$ cat config.mk
export PLATFORM = sky130hd
export DESIGN_NAME = ris_reset_init_sequencer
export DESIGN_NICKNAME = d
export VERILOG_FILES = /design/src/design/ris_pkg.sv /design/src/design/ris_reset_init_sequencer.sv
export VERILOG_INCLUDE_DIRS = /design/src /design/src/design
export SDC_FILE = /design/constraint.sdc
export NUM_CORES = 1
export LEC_CHECK = 0
export BUFFER_PORTS_ARGS = -buffer_cell sky130_fd_sc_hd__buf_2
export CORE_MARGIN = 2
export CORE_UTILIZATION = 54
export DETAILED_ROUTE_END_ITERATION = 6
export PLACE_DENSITY = 0.75
export SLEW_MARGIN = 20
export SYNTH_ARGS = -nofsm -noshare
export SYNTH_HDL_FRONTEND = slang
export SYNTH_SLANG_ARGS = --single-unit
export TNS_END_PERCENT = 5
$ cat constraint.sdc
create_clock -name core_clk_i -period 2.45 [get_ports core_clk_i]
set_clock_uncertainty 0.05 [all_clocks]
set_input_delay 0 -clock core_clk_i [delete_from_list [all_inputs] [get_ports core_clk_i]]
set_output_delay 0 -clock core_clk_i [all_outputs]
set_load 0.01 [all_outputs]
$ cat src/design/ris_defines.svh
`ifndef RIS_DEFINES_SVH
`define RIS_DEFINES_SVH
// Purpose : Constants for the reset initialization sequencer
// Assumes : Core clock of 200 MHz
// Notes   : Times kept in their own unit, cycle counts derived
`define RIS_CLK_MHZ        200
`define RIS_PLL_LOCK_US    100
`define RIS_PLL_LOCK_CYC   (`RIS_PLL_LOCK_US * `RIS_CLK_MHZ)
`define RIS_HIN_TICKS      6'd32
`define RIS_HOUT_TICKS     10'd512
`define RIS_RESUME_TICKS   2'd2
`define RIS_STRAP_W        5
`define RIS_SRC_W          4
`define RIS_NPLL           4
// Synchronised input vector layout
`define RIS_IN_POR         0
`define RIS_IN_HRST        1
`define RIS_IN_PCLK        2
`define RIS_IN_SCLK        3
`define RIS_IN_HOST        4
`define RIS_IN_STRAP       5
`define RIS_IN_LOCK        10
`define RIS_IN_W           14
`define RIS_CFG_RST        5'h00
`endif

$ cat src/design/ris_pkg.sv
// Purpose : Types for the reset initialization sequencer
// Assumes : ris_defines.svh included first
// Notes   : One-hot state codes written out
package ris_pkg;
  typedef struct packed {
    logic [3:0] reset_source;
    logic       clock_divider_strap;
  } ris_cfg_t;

  typedef enum logic [6:0] {
    RIS_ST_POR    = 7'h01,
    RIS_ST_PLL    = 7'h02,
    RIS_ST_HOUT   = 7'h04,
    RIS_ST_WREL   = 7'h08,
    RIS_ST_RESUME = 7'h10,
    RIS_ST_RUN    = 7'h20,
    RIS_ST_HIN    = 7'h40
  } ris_state_t;
endpackage

$ cat src/design/ris_reset_init_sequencer.sv
`include "ris_defines.svh"
// Purpose : Reset initialization flow: POR strap latch, PLL wait, hard reset drive
// Assumes : All pin inputs asynchronous to core_clk_i; clocks sampled as levels
// Notes   : Strap release follows an external hard reset assertion with synchroniser latency
//
// Functional notes
// - Count primary clock in host mode, sync clock in agent mode.
// - Device drives hard reset low for at least 512 sync periods.
// - Device releases strap pins as soon as it asserts hard reset; on an external assertion, after synchroniser latency.
// - Strap drive resumes at least one sync period after hard reset negates.
// - Configuration is four reset-source bits plus one divider strap.
// - Host mode derives sync period from primary clock and divider strap.
// - Allow up to 100 us for lock of each of four PLLs.
module ris_reset_init_sequencer
  import ris_pkg::*;
#(
  parameter int PLL_LOCK_CYC = `RIS_PLL_LOCK_CYC
) (
  input  wire logic                    core_clk_i,
  input  wire logic                    srst_i,
  input  wire logic                    power_on_reset_n_i,
  input  wire logic                    hard_reset_n_i,
  output logic                         hard_reset_n_o,
  output logic                         hard_reset_oe_o,
  input  wire logic                    primary_clock_in_i,
  input  wire logic                    bus_sync_clk_i,
  input  wire logic                    host_mode_i,
  input  wire logic [`RIS_STRAP_W-1:0] strap_i,
  output logic      [`RIS_STRAP_W-1:0] strap_o,
  output logic                         strap_oe_o,
  input  wire logic [`RIS_NPLL-1:0]    pll_lock_i,
  output logic                         pll_timeout_o,
  output logic                         ready_o
);

  // ==========================================================
  // Input synchronisers
  // ==========================================================
  logic [`RIS_IN_W-1:0] raw;
  logic [`RIS_IN_W-1:0] s1;
  logic [`RIS_IN_W-1:0] s2;
  logic [`RIS_IN_W-1:0] s3;
  logic [`RIS_IN_W-1:0] filt;

  assign raw = {pll_lock_i, strap_i, host_mode_i, bus_sync_clk_i,
                primary_clock_in_i, hard_reset_n_i, power_on_reset_n_i};

  // Three stages; a change counts once stages two and three agree
  generate
    for (genvar gi = 0; gi < `RIS_IN_W; gi++) begin : g_sync
      always_ff @(posedge core_clk_i) begin
        if (srst_i) begin
          s1[gi]   <= 1'b0;
          s2[gi]   <= 1'b0;
          s3[gi]   <= 1'b0;
          filt[gi] <= 1'b0;
        end else begin
          s1[gi] <= raw[gi];
          s2[gi] <= s1[gi];
          s3[gi] <= s2[gi];
          if (s2[gi] == s3[gi]) begin
            filt[gi] <= s3[gi];
          end
        end
      end
    end
  endgenerate

  logic                    por_f;
  logic                    hrst_f;
  logic                    host_f;
  logic [`RIS_STRAP_W-1:0] strap_f;
  logic [`RIS_NPLL-1:0]    lock_f;
  assign por_f   = filt[`RIS_IN_POR];
  assign hrst_f  = filt[`RIS_IN_HRST];
  assign host_f  = filt[`RIS_IN_HOST];
  assign strap_f = filt[`RIS_IN_STRAP +: `RIS_STRAP_W];
  assign lock_f  = filt[`RIS_IN_LOCK +: `RIS_NPLL];

  // ==========================================================
  // Sync clock tick: derived in host mode, sampled in agent mode
  // ==========================================================
  logic     pclk_d;
  logic     sclk_d;
  logic     div_ph;
  logic     next_div_ph;
  logic     prim_rise;
  logic     sclk_rise;
  logic     sync_tick;
  ris_cfg_t cfg;

  assign prim_rise = filt[`RIS_IN_PCLK] & ~pclk_d;
  assign sclk_rise = filt[`RIS_IN_SCLK] & ~sclk_d;

  // Divider strap 0 passes every primary edge, 1 every second
  always_comb begin
    next_div_ph = div_ph;
    if (prim_rise) begin
      next_div_ph = cfg.clock_divider_strap ? ~div_ph : 1'b0;
    end
  end

  assign sync_tick = host_f ? (prim_rise & (~cfg.clock_divider_strap | div_ph))
                            : sclk_rise;
  always_ff @(posedge core_clk_i) begin
    if (srst_i) begin
      pclk_d <= 1'b0;
      sclk_d <= 1'b0;
      div_ph <= 1'b0;
    end else begin
      pclk_d <= filt[`RIS_IN_PCLK];
      sclk_d <= filt[`RIS_IN_SCLK];
      div_ph <= next_div_ph;
    end
  end
  // ==========================================================
  // Reset flow state machine
  // ==========================================================
  ris_state_t state;
  ris_state_t next_state;
  logic [15:0] cnt;
  logic [15:0] next_cnt;
  ris_cfg_t    next_cfg;
  logic        hoe;
  logic        next_hoe;
  logic        soe;
  logic        next_soe;
  logic        tmo;
  logic        next_tmo;

  always_comb begin
    next_state = state;
    next_cnt   = cnt;
    next_cfg   = cfg;
    next_hoe   = hoe;
    next_soe   = soe;
    next_tmo   = tmo;
    if (!por_f) begin
      // Power-on reset overrides every state; pins released
      next_state = RIS_ST_POR;
      next_cnt   = 16'h0000;
      next_hoe   = 1'b0;
      next_soe   = 1'b0;
    end else begin
      case (state)
        RIS_ST_POR: begin
          next_cfg   = ris_cfg_t'(strap_f);
          next_state = RIS_ST_PLL;
          next_cnt   = 16'h0000;
        end
        RIS_ST_PLL: begin
          // Proceed on full lock or when the lock budget runs out
          if ((&lock_f) || (cnt == 16'(PLL_LOCK_CYC - 1))) begin
            next_tmo   = ~(&lock_f);
            next_state = RIS_ST_HOUT;
            next_hoe   = 1'b1;
            next_soe   = 1'b0;
            next_cnt   = 16'h0000;
          end else begin
            next_cnt = cnt + 16'h0001;
          end
        end
        RIS_ST_HOUT: begin
          if (sync_tick) begin
            if (cnt == 16'(`RIS_HOUT_TICKS)) begin // extra edge: full periods from any phase
              next_hoe   = 1'b0;
              next_state = RIS_ST_WREL;
              next_cnt   = 16'h0000;
            end else begin
              next_cnt = cnt + 16'h0001;
            end
          end
        end
        RIS_ST_WREL: begin
          // Board may still hold the wire low after we let go
          if (hrst_f) begin
            next_state = RIS_ST_RESUME;
            next_cnt   = 16'h0000;
          end
        end
        RIS_ST_RESUME: begin
          // Two ticks guarantee one full sync period after negation
          if (!hrst_f) begin
            next_state = RIS_ST_HIN;
            next_cnt   = 16'h0000;
          end else if (sync_tick) begin
            if (cnt == 16'(`RIS_RESUME_TICKS - 2'd1)) begin
              next_soe   = 1'b1;
              next_state = RIS_ST_RUN;
            end else begin
              next_cnt = cnt + 16'h0001;
            end
          end
        end
        RIS_ST_RUN: begin
          if (!hrst_f) begin
            next_soe   = 1'b0;
            next_state = RIS_ST_HIN;
            next_cnt   = 16'h0000;
          end
        end
        RIS_ST_HIN: begin
          // Short pulses are ignored; a held assertion restarts the flow
          if (hrst_f) begin
            next_state = RIS_ST_RESUME;
            next_cnt   = 16'h0000;
          end else if (sync_tick) begin
            if (cnt == 16'(`RIS_HIN_TICKS - 6'd1)) begin
              next_state = RIS_ST_PLL;
              next_cnt   = 16'h0000;
            end else begin
              next_cnt = cnt + 16'h0001;
            end
          end
        end
        default: begin
          next_state = RIS_ST_POR;
          next_cnt   = 16'h0000;
          next_hoe   = 1'b0;
          next_soe   = 1'b0;
        end
      endcase
    end
  end
  always_ff @(posedge core_clk_i) begin
    if (srst_i) begin
      state <= RIS_ST_POR;
      cnt   <= 16'h0000;
      cfg   <= ris_cfg_t'(`RIS_CFG_RST);
      hoe   <= 1'b0;
      soe   <= 1'b0;
      tmo   <= 1'b0;
    end else begin
      state <= next_state;
      cnt   <= next_cnt;
      cfg   <= next_cfg;
      hoe   <= next_hoe;
      soe   <= next_soe;
      tmo   <= next_tmo;
    end
  end
  // Outputs straight from state flops; the pin is only ever pulled low
  assign hard_reset_n_o  = 1'b0;
  assign hard_reset_oe_o = hoe;
  assign strap_o         = cfg;
  assign strap_oe_o      = soe;
  assign pll_timeout_o   = tmo;
  assign ready_o         = state[5];

  // ==========================================================
  // Assertions
  // ==========================================================
  logic [15:0] hout_ticks;
  logic [1:0]  rel_ticks;
  always_ff @(posedge core_clk_i) begin
    if (srst_i || !hoe) begin
      hout_ticks <= 16'h0000;
    end else if (sync_tick) begin
      hout_ticks <= hout_ticks + 16'h0001;
    end
    if (srst_i || !hrst_f) begin
      rel_ticks <= 2'd0;
    end else if (sync_tick && rel_ticks != 2'd3) begin
      rel_ticks <= rel_ticks + 2'd1;
    end
  end

  a_agent_tick_src: assert property (@(posedge core_clk_i) disable iff (srst_i)
    !host_f |-> (sync_tick == sclk_rise))
    else $error("agent mode tick not from sync clock");
  a_hout_width: assert property (@(posedge core_clk_i) disable iff (srst_i)
    $fell(hoe) && por_f |-> $past(hout_ticks) >= 16'd512)
    else $error("hard reset output pulse too short");
  a_strap_release: assert property (@(posedge core_clk_i) disable iff (srst_i)
    $rose(hoe) |-> !soe)
    else $error("straps driven while hard reset asserted");
  a_strap_resume: assert property (@(posedge core_clk_i) disable iff (srst_i)
    $rose(soe) |-> hrst_f && $past(rel_ticks) >= 2'd1)
    else $error("strap drive resumed too early");
  a_strap_value: assert property (@(posedge core_clk_i) disable iff (srst_i)
    soe |-> strap_o == cfg && !hoe)
    else $error("strap drive value wrong");
  a_host_div1: assert property (@(posedge core_clk_i) disable iff (srst_i)
    host_f && !cfg.clock_divider_strap |-> (sync_tick == prim_rise))
    else $error("host mode divide-by-one tick wrong");
  a_pll_budget: assert property (@(posedge core_clk_i) disable iff (srst_i)
    state == RIS_ST_PLL && por_f && cnt == 16'(PLL_LOCK_CYC - 1) |=> state == RIS_ST_HOUT && hoe)
    else $error("PLL wait overran its budget");
  a_cfg_hold: assert property (@(posedge core_clk_i) disable iff (srst_i)
    state != RIS_ST_POR && $past(state) != RIS_ST_POR |-> $stable(cfg))
    else $error("latched configuration changed");
endmodule // ris_reset_init_sequencer

* Yosys cells after proc, flatten, opt, wreduce, memory -nomap -nowiden *
Cells that the tools add are included.

word-level totals
  flip-flop bits (word level) = 90
  ROM bits = 0
  bits in latches = 0
  input port bits = 16
  RAM bits = 0
  word-level logic and storage cells = 164
  output and inout bits = 10
  memories kept = 0

operators by class
  shift operators = 0
  div/mod/pow operators = 0
  multipliers = 0
  equal/unequal tests = 38
  add/subtract/negate cells = 1
  reductions and logical operators = 11
  bitwise operators = 12
  magnitude comparators = 0
  muxes and demuxes = 36

operators with widths
  operator                                          number
  2-to-1 mux 16 bit                                 11
  case mux 16 bit (6 select lines)                  1
  2-to-1 mux 7 bit                                  11
  case mux 7 bit (7 select lines)                   1
  adder 16 x 1 -> 16 bit (second input constant)    1
  == test 16 x 1 -> 1 bit (second input constant)   1
  == test 16 x 10 -> 1 bit (second input constant)  1
  == test 16 x 15 -> 1 bit (second input constant)  1
  == test 16 x 5 -> 1 bit (second input constant)   1
  inequality test 2 bit (second input constant)     8
  inequality test 3 bit (second input constant)     5
  == test 1 bit                                     14
  AND reduction 6 bit                               2
  2-to-1 mux 1 bit                                  10
  AND reduction 9 bit                               1
  inverter 1 bit                                    8
  AND reduction 4 bit                               2
  == test 7 x 1 -> 1 bit (second input constant)    1
  == test 7 x 2 -> 1 bit (second input constant)    1
  == test 7 x 3 -> 1 bit (second input constant)    1
  == test 7 x 4 -> 1 bit (second input constant)    1
  == test 7 x 5 -> 1 bit (second input constant)    1
  == test 7 x 6 -> 1 bit (second input constant)    1
  == test 7 bit (second input constant)             1
  other kinds (10)                                  12

* Depth between registers and ports, before layout *
Gate-level depths: netlist (run 1).

  depth after elaboration = 7
  depth in mapped cells = 10
  mapped depth without buffers = 7

* Worst setup path after synthesis (run 1) *
OpenSTA, ideal clock, no wires.

  path kind = reg-to-reg
  from = register cnt[0]
  to = register cnt[6]
  setup time = 133 ps
  data required time = 2,267 ps
  setup slack = -67 ps
  stages on the path, launching flop included = 10
  arrival = 2,334 ps
  path through = dfxtp_1 ha_1 and4_1 nand3b_2 o311a_4 or4_4 buf_6 buf_8 nand3_1 a31oi_1

on the way
  word-level cells in the longest chain between the ends = 5

RTL lines
  element                                                            line                                                              text
  start, declared                                                    ris_reset_init_sequencer.sv:121                                   logic [15:0] cnt;
  start signal, assigned                                             ris_reset_init_sequencer.sv:235                                   cnt <= next_cnt;
  adder 16 x 1 -> 16 bit or == test 16 x 5 -> 1 bit (tied branches)  -
  2-to-1 mux 16 bit (on tied branches)                               ris_reset_init_sequencer.sv:208, ris_reset_init_sequencer.sv:187
  2-to-1 mux 16 bit (on tied branches)                               ris_reset_init_sequencer.sv:207, ris_reset_init_sequencer.sv:186
  2-to-1 mux 16 bit (on tied branches)                               ris_reset_init_sequencer.sv:204, ris_reset_init_sequencer.sv:183
  case mux 16 bit (6 select lines)                                   ris_reset_init_sequencer.sv:145                                   case (state)

Several ways; a longest one is shown, not always the timed one. The select of a mux whose other input is x is not followed.
A chain may end at the register's enable or synchronous reset.

* Worst setup path in the final report (run 1) *
  from = register cnt[1]
  to = register cnt[14]

Same word-level chain as after synthesis.

==> results of run 1 <==
## registers in the layout, summed over array words and instances (netlist names)
signal and flops:
hard_reset_oe_o 1, hrst_f 1, strap_oe_o 1, pll_timeout_o 1, sclk_d 1, pclk_d 1
filt 11, s3 14, por_f 1, s2 14, state 7, host_f 1
s1 14, div_ph 1, cnt 16, strap_o 5
## timing repair
| item | 4_1_cts | 5_1_grt |
|---|---|---|
| endpoints found under the setup margin | 3 | 7 |
| hold buffers | 15 | 0 |
| resized for setup | 2 | 7 |
| hold endpoints to repair | 15 | 0 |
| cloned | 0 | 1 |
| pin swaps | 0 | 2 |
| setup buffers | 0 | 6 |
## synth_stat cells, drive strengths merged (2+ instances only)
library cell / count / area, um^2
and3: 2 / 12.5
nor2: 18 / 70.1
nand2: 43 / 161
nor2b: 50 / 313
or2: 4 / 25.0
o21ai: 20 / 104
a211o: 2 / 17.5
clkbuf: 19 / 71.3
mux2i: 2 / 20.0
a41oi: 2 / 17.5
o31ai: 2 / 15.0
and4: 4 / 35.0
a211oi: 3 / 22.5
nand3b: 3 / 26.3
a21oi: 26 / 130
o31a: 2 / 17.5
a22o: 5 / 43.8
nand2b: 4 / 25.0
dfxtp: 90 / 1800
o311ai: 5 / 43.8
and4b: 3 / 30.0
inv: 7 / 26.3
o22ai: 6 / 37.5
or4: 2 / 18.8
nand4: 6 / 37.5
nand3: 27 / 165
nor3: 16 / 85.1
nand4b: 2 / 17.5
xor2: 2 / 17.5
ha: 3 / 37.5
buf: 5 / 43.8
nor4: 3 / 31.3
and2: 4 / 25.0
o21a: 3 / 22.5
a31oi: 5 / 31.3
## path summary, 6_finish.rpt
kind                  end         from
hold / removal      s1[4]  host_mode_i
setup reg to reg  cnt[14]       cnt[1]
hold reg to reg     s2[6]        s1[6]
setup / recovery  cnt[14]       cnt[1]
## logic make-up (layout without fill, tap and decap cells)
family	after synthesis	count (layout)	synth area share [%]
AND/OR/NAND/NOR	193	194	29.3
flip-flops	90	90	48.2
AO/OA/AOI/OAI	89	89	16.2
buffers and inverters	31	95	3.79
adder cells (fa/ha/maj)	3	3	1.01
multiplexers	3	3	0.838
XOR/XNOR	2	2	0.469
other	1	1	0.100
## per-layer routing
metal,global-route usage [%],part of all wire [%]
met1,27.3,43
met4,9.37,2.0
met5,0,0
met3,5.12,5.8
met2,37.0,49
## final cells by class
cell class,instances,area [um^2]
Clock buffer,10,128
Sequential cell,90,1800
Multi-Input combinational cell,292,1840
Fill cell,532,2240
Tap cell,80,100
Inverter,7,26.3
Clock inverter,6,96.3
Timing Repair Buffer,72,518
## critical path: stages (launching register included)
cell and delay (ns):
dfxtp_1 0.34, ha_2 0.18, and4_4 0.26, nand3b_2 0.10, buf_4 0.16, o21a_2 0.25, or4_4 0.60, buf_4 0.17
nand3_2 0.07, a31oi_1 0.08
## cell usage in the layout (no fill, tap or decap), types with 2 or more instances in the layout
cell,instances
o311ai_1,4
nor3_1,15
dfxtp_1,89
nand3_2,6
nand4b_1,2
a22o_1,5
or4_4,3
nand4_1,6
a31oi_1,5
nor4_4,2
and2_1,4
inv_1,7
o31a_1,2
xor2_1,2
ha_1,2
nand3b_1,2
o21ai_0,18
nor2b_1,50
o21a_1,2
and4b_1,2
a21oi_1,25
o31ai_1,2
clkbuf_8,9
dlygate4sd3_1,15
nand2b_1,4
a211oi_1,3
buf_4,33
a41oi_1,2
and3_1,2
a211o_1,2
o22ai_1,6
nand2_1,43
mux2i_1,2
and4_1,3
buf_2,24
nor2_1,17
or2_2,4
bufinv_16,2
nand3_1,21
## power by group through the flow
stage | combinational (mW) | sequential, mW | clock (mW)
floorplan | 0.0362 | 1.53 | 0
global placement | 0.0486 | 1.53 | 0
detailed placement | 0.0504 | 1.53 | 0
CTS | 0.0688 | 1.50 | 1.14
global route | 0.0759 | 1.50 | 1.21
finish | 0.0691 | 1.50 | 1.13
==> impl_metrics.env, run 1 <==
export IMPL_synth_nets=431
export IMPL_critical_path_class="reg -> reg"
export IMPL_fin_area_um2=4510
export IMPL_combPwrFrac_pct=2.6
export IMPL_numClockSinks=90
export IMPL_worstRegToRegCells=9
export IMPL_whs_path_depth=3
export IMPL_hold_ws_ns=0.336
export IMPL_outcome="completed"
export IMPL_fin_nets=491
export IMPL_vias=3240
export IMPL_start_kind="flop"
export IMPL_p_sw_mw=0.576
export IMPL_clk_insertion_delay_late_ns=0.36
export IMPL_cp_required_ns=2.61
export IMPL_cts_tree="built"
export IMPL_die_y_um=87.2
export IMPL_routed_wl_mm=8.39
export IMPL_start_util_pct=55.3
export IMPL_worst_pin_slew_ns=0.708
export IMPL_grt_pass1_vias=2959
export IMPL_drv_cap=0
export IMPL_place_gp_congestion=0.925
export IMPL_io_pin_count=26
export IMPL_fin_crit_sh_pct=98.3
export IMPL_grt_ovfl_total=0
export IMPL_max_freq_mhz=415
export IMPL_drtIter0Drc=150
export IMPL_placementRows=30
export IMPL_route_detailed_drc=0
export IMPL_viasPerCell=5.82
export IMPL_fp_dieW_um=87.2
export IMPL_yosys_most_used_dff="dfxtp_1"
export IMPL_final_cells=557
export IMPL_crit_fanout=6
export IMPL_ir_worst_vdd_uv=627
export IMPL_dpl_instance_area_um2=4050
export IMPL_clockBufferDepth=2
export IMPL_core_region_area_um2=6760
export IMPL_wl_per_cell_um=15.1
export IMPL_p_total_mw=2.69
export IMPL_intPower_mw=2.12
export IMPL_slew_violations=0
export IMPL_hold_viol_final=0
export IMPL_port_buffers=24
export IMPL_dr_pass1_iters=4
export IMPL_die_area_um2=7600
export IMPL_placedCellCount=519
export IMPL_cts_root_buffer_cell="clkbuf_8"
export IMPL_grt_max_degree=65
export IMPL_fin_setup_tns_ns=0
export IMPL_syn_area_um2=3730
export IMPL_end_kind="flop"
export IMPL_cts_buffers=9
export IMPL_setup_viol=0
export IMPL_grt_first_pass_wirelength_mm=13.2
export IMPL_ys_warn_count=0
export IMPL_synth_edf_count=0
export IMPL_hold_class="in -> reg"
export IMPL_ys_seq_elements=90
export IMPL_fin_util_pct=66.8
export IMPL_cts_max_level=3
export IMPL_clk_pin_slew_ns=0.09
export IMPL_pre_cts_slack_ns=-0.00281
export IMPL_finalCriticalPeriod_ns=2.41
export IMPL_swShare_pct=21.4
export IMPL_drive_gt1_share_pct=21.2
export IMPL_syn_area_per_cell_um2=9.07
export IMPL_num_antenna_cells=0
export IMPL_rsz0062_at_grt="true"
export IMPL_crit_arrival_ns=2.57
export IMPL_power_density_nw_per_um2=597
export IMPL_area_growth_pct=20.8
export IMPL_p_leak_nw=1.66
export IMPL_dp_hpwl_mm=5.43
export IMPL_power_frac_clock_pct=41.8
export IMPL_r2r_slack_ns=0.04
export IMPL_synthArstFlopShare_pct=0
export IMPL_grt_use_total_pct=22.1
export IMPL_slew_headroom_pct=52.8
export IMPL_synthCells=412
export IMPL_synth_cell_types=59
export IMPL_antenna_found_initial=0
export IMPL_layout_setup_ws_ns=0.0429
export IMPL_seqPwrFrac_pct=55.7
export IMPL_postRouteAntennaNets=0
export IMPL_yosysSeqAreaShare_pct=48.2
No activity file was read; power rests on OpenSTA's default activity.
==> run 2: changes to the inputs <==
--- a/config.mk
+++ b/config.mk
@@ -8,9 +8,9 @@
 export LEC_CHECK = 0
 export BUFFER_PORTS_ARGS = -buffer_cell sky130_fd_sc_hd__buf_2
 export CORE_MARGIN = 2
-export CORE_UTILIZATION = 54
+export CORE_UTILIZATION = 62
 export DETAILED_ROUTE_END_ITERATION = 6
-export PLACE_DENSITY = 0.75
+export PLACE_DENSITY = 0.82
 export SLEW_MARGIN = 20
 export SYNTH_ARGS = -nofsm -noshare
 export SYNTH_HDL_FRONTEND = slang
==> constraint.sdc (replaced) <==
create_clock -name core_clk_i -period 3.1 [get_ports core_clk_i]
set_clock_uncertainty 0.05 [all_clocks]
set_input_delay 0 -clock core_clk_i [delete_from_list [all_inputs] [get_ports core_clk_i]]
set_output_delay 0 -clock core_clk_i [all_outputs]
set_load 0.01 [all_outputs]
==> run 2 against run 1 <==
First-iteration DRC count rose by 37%. Maximum frequency shrank 13%. Clock power decreased by 31%. Non-clock buffer count shrank 29. Final cell count shrank 6.3%. Sequential power down 21%. Flip-flop and latch count did not move. Combinational power down 23%. Critical path type unchanged. Largest power group unchanged.
==> impl_metrics.env, run 2 (same netlist as run 1, synthesis figures left out) <==
export IMPL_outcome="completed"
export IMPL_top_register="cnt"
export IMPL_hold_class="in -> reg"
export IMPL_io_pin_count=26
export IMPL_slew_headroom_pct=50.1
export IMPL_fin_area_um2=4210
export IMPL_end_kind="flop"
export IMPL_crit_arrival_ns=2.96
export IMPL_critical_path_class="reg -> reg"
export IMPL_power_density_nw_per_um2=480
export IMPL_cts_buffers=9
export IMPL_place_gp_congestion=0.909
export IMPL_power_frac_clock_pct=38.6
export IMPL_rsz0062_at_grt="false"
export IMPL_fin_crit_sh_pct=89.0
export IMPL_r2r_slack_ns=0.34
export IMPL_drive_gt1_share_pct=14.8
export IMPL_dpl_instance_area_um2=3870
export IMPL_routed_wl_mm=7.16
export IMPL_clk_insertion_delay_late_ns=0.36
export IMPL_viasPerCell=5.76
export IMPL_start_util_pct=63.5
export IMPL_slew_violations=0
export IMPL_die_area_um2=6660
export IMPL_clk_pin_slew_ns=0.10
export IMPL_placementRows=28
export IMPL_grt_ovfl_total=0
export IMPL_hold_ws_ns=0.0276
export IMPL_worstSetupEndpoint="cnt[10]"
export IMPL_start_kind="flop"
export IMPL_largest_reg_flops=16
export IMPL_r2r_end="cnt[10]"
export IMPL_ir_worst_vdd_uv=344
export IMPL_finalCriticalPeriod_ns=2.76
export IMPL_swShare_pct=24.5
export IMPL_vias=3009
export IMPL_hold_viol_final=0
export IMPL_placedCellCount=492
export IMPL_seqPwrFrac_pct=58.7
export IMPL_dr_pass1_iters=4
export IMPL_drv_cap=0
export IMPL_clockBufferDepth=2
export IMPL_wl_met1_mm=3.45
export IMPL_grt_pass1_vias=2564
export IMPL_cts_setup_buffers=0
export IMPL_route_detailed_drc=0
export IMPL_numClockSinks=90
export IMPL_worstRegToRegCells=7
export IMPL_dp_hpwl_mm=4.67
export IMPL_r2r_start="cnt[0]"
export IMPL_crit_fanout=7
export IMPL_cts_resized=0
export IMPL_cts_root_buffer_cell="clkbuf_8"
export IMPL_worst_pin_slew_ns=0.748
export IMPL_layout_commonest_cell="dfxtp_1"
export IMPL_top_layer="met4"
export IMPL_p_total_mw=2.02
export IMPL_fin_setup_tns_ns=0
export IMPL_wl_per_cell_um=13.7
export IMPL_p_leak_nw=1.49
export IMPL_most_common_layout_cells="90 x dfxtp_1, 50 x nor2b_1, 43 x nand2_1"
export IMPL_num_antenna_cells=0
export IMPL_grt_first_pass_wirelength_mm=11.6
export IMPL_area_growth_pct=12.7
export IMPL_core_region_area_um2=5890
export IMPL_cp_required_ns=3.30
export IMPL_combPwrFrac_pct=2.6
export IMPL_startpoint="cnt[0]"
export IMPL_fin_nets=461
export IMPL_p_sw_mw=0.494
export IMPL_wl_met3_um=290
export IMPL_antenna_found_initial=0
export IMPL_routed_wl_met2_mm=3.31
export IMPL_postRouteAntennaNets=0
export IMPL_cts_tree="built"
export IMPL_drtIter0Drc=205
export IMPL_die_y_um=81.6
export IMPL_fp_dieW_um=81.6
export IMPL_max_freq_mhz=362
export IMPL_final_cells=522
export IMPL_cts_max_level=3
export IMPL_grt_use_total_pct=22.6
export IMPL_grt_max_degree=66
export IMPL_setup_viol=0
export IMPL_port_buffers=24
export IMPL_intPower_mw=1.53
[run 2: changes by cell type in the layout (fill, tap and decap cells not counted), sizes merged]
cell         delta
bufinv          -2
inv             +2
clkinv          +1
buf            -28
dlygate4sd3     -1
clkbuf          -1
or4             -1
[run 2: repair_timing]
| item | in CTS | in global routing |
|---|---|---|
| hold buffers | 14 | 0 |
| endpoints found under the setup margin | 0 | 0 |
| hold endpoints to repair | 14 | 0 |
[run 2: final cells by class]
type | instances | area, um^2
repair buffers | 43 | 298
clock buffers | 9 | 124
inverters | 7 | 26.3
fillers | 455 | 1680
clock inverters | 7 | 72.6
well taps | 75 | 93.8
multi-input cells | 291 | 1790
flip-flops and latches | 90 | 1800
[run 2: per-stage QoR]
step | util, % | worst slack, ns
after CTS | 71.5 | 0.352
after detailed placement | 65.8 | 0.364
after global routing | 71.5 | 0.202
final | 71.5 | 0.341
after floorplan | - | 0.583
after global placement | 65.8 | 0.455
[run 2: per-layer routing]
layer	global-route usage [%]	up-vias
met2	35.2	80
met4	8.00	0
li1	-	1529
met5	0	-
met3	5.38	12
met1	30.8	1388
[run 2: critical path, stage by stage, from the launching register on]
cell      delay [ns]
dfxtp_1         0.42
ha_1            0.24
and4_1          0.32
nand3b_2        0.15
o311a_4         0.45
o41ai_4         0.57
nor2_2          0.14
a221o_1         0.32
[run 2: power by group through the flow]
stage                     registers [mW]  clock network [mW]  logic (mW)
after floorplan                     1.21                   0      0.0286
final                               1.19               0.780      0.0533
after detailed placement            1.21                   0      0.0395
after global placement              1.21                   0      0.0384
after global routing                1.19               0.845      0.0591
after CTS                           1.19               0.799      0.0527
[run 2: worst min path at each step]
stage	startpoint	to	slack (ns)	cells past startpoint
6_report	srst_i	state[0]	0.03	4
5_1_grt	srst_i	state[0]	0.06	4
4_1_cts	srst_i	state[0]	0.01	4
3_5_place_dp	power_on_reset_n_i	s1[0]	0.16	2
3_3_place_gp	bus_sync_clk_i	s1[3]	0.16	2
2_1_floorplan	power_on_reset_n_i	s1[0]	0.08	1
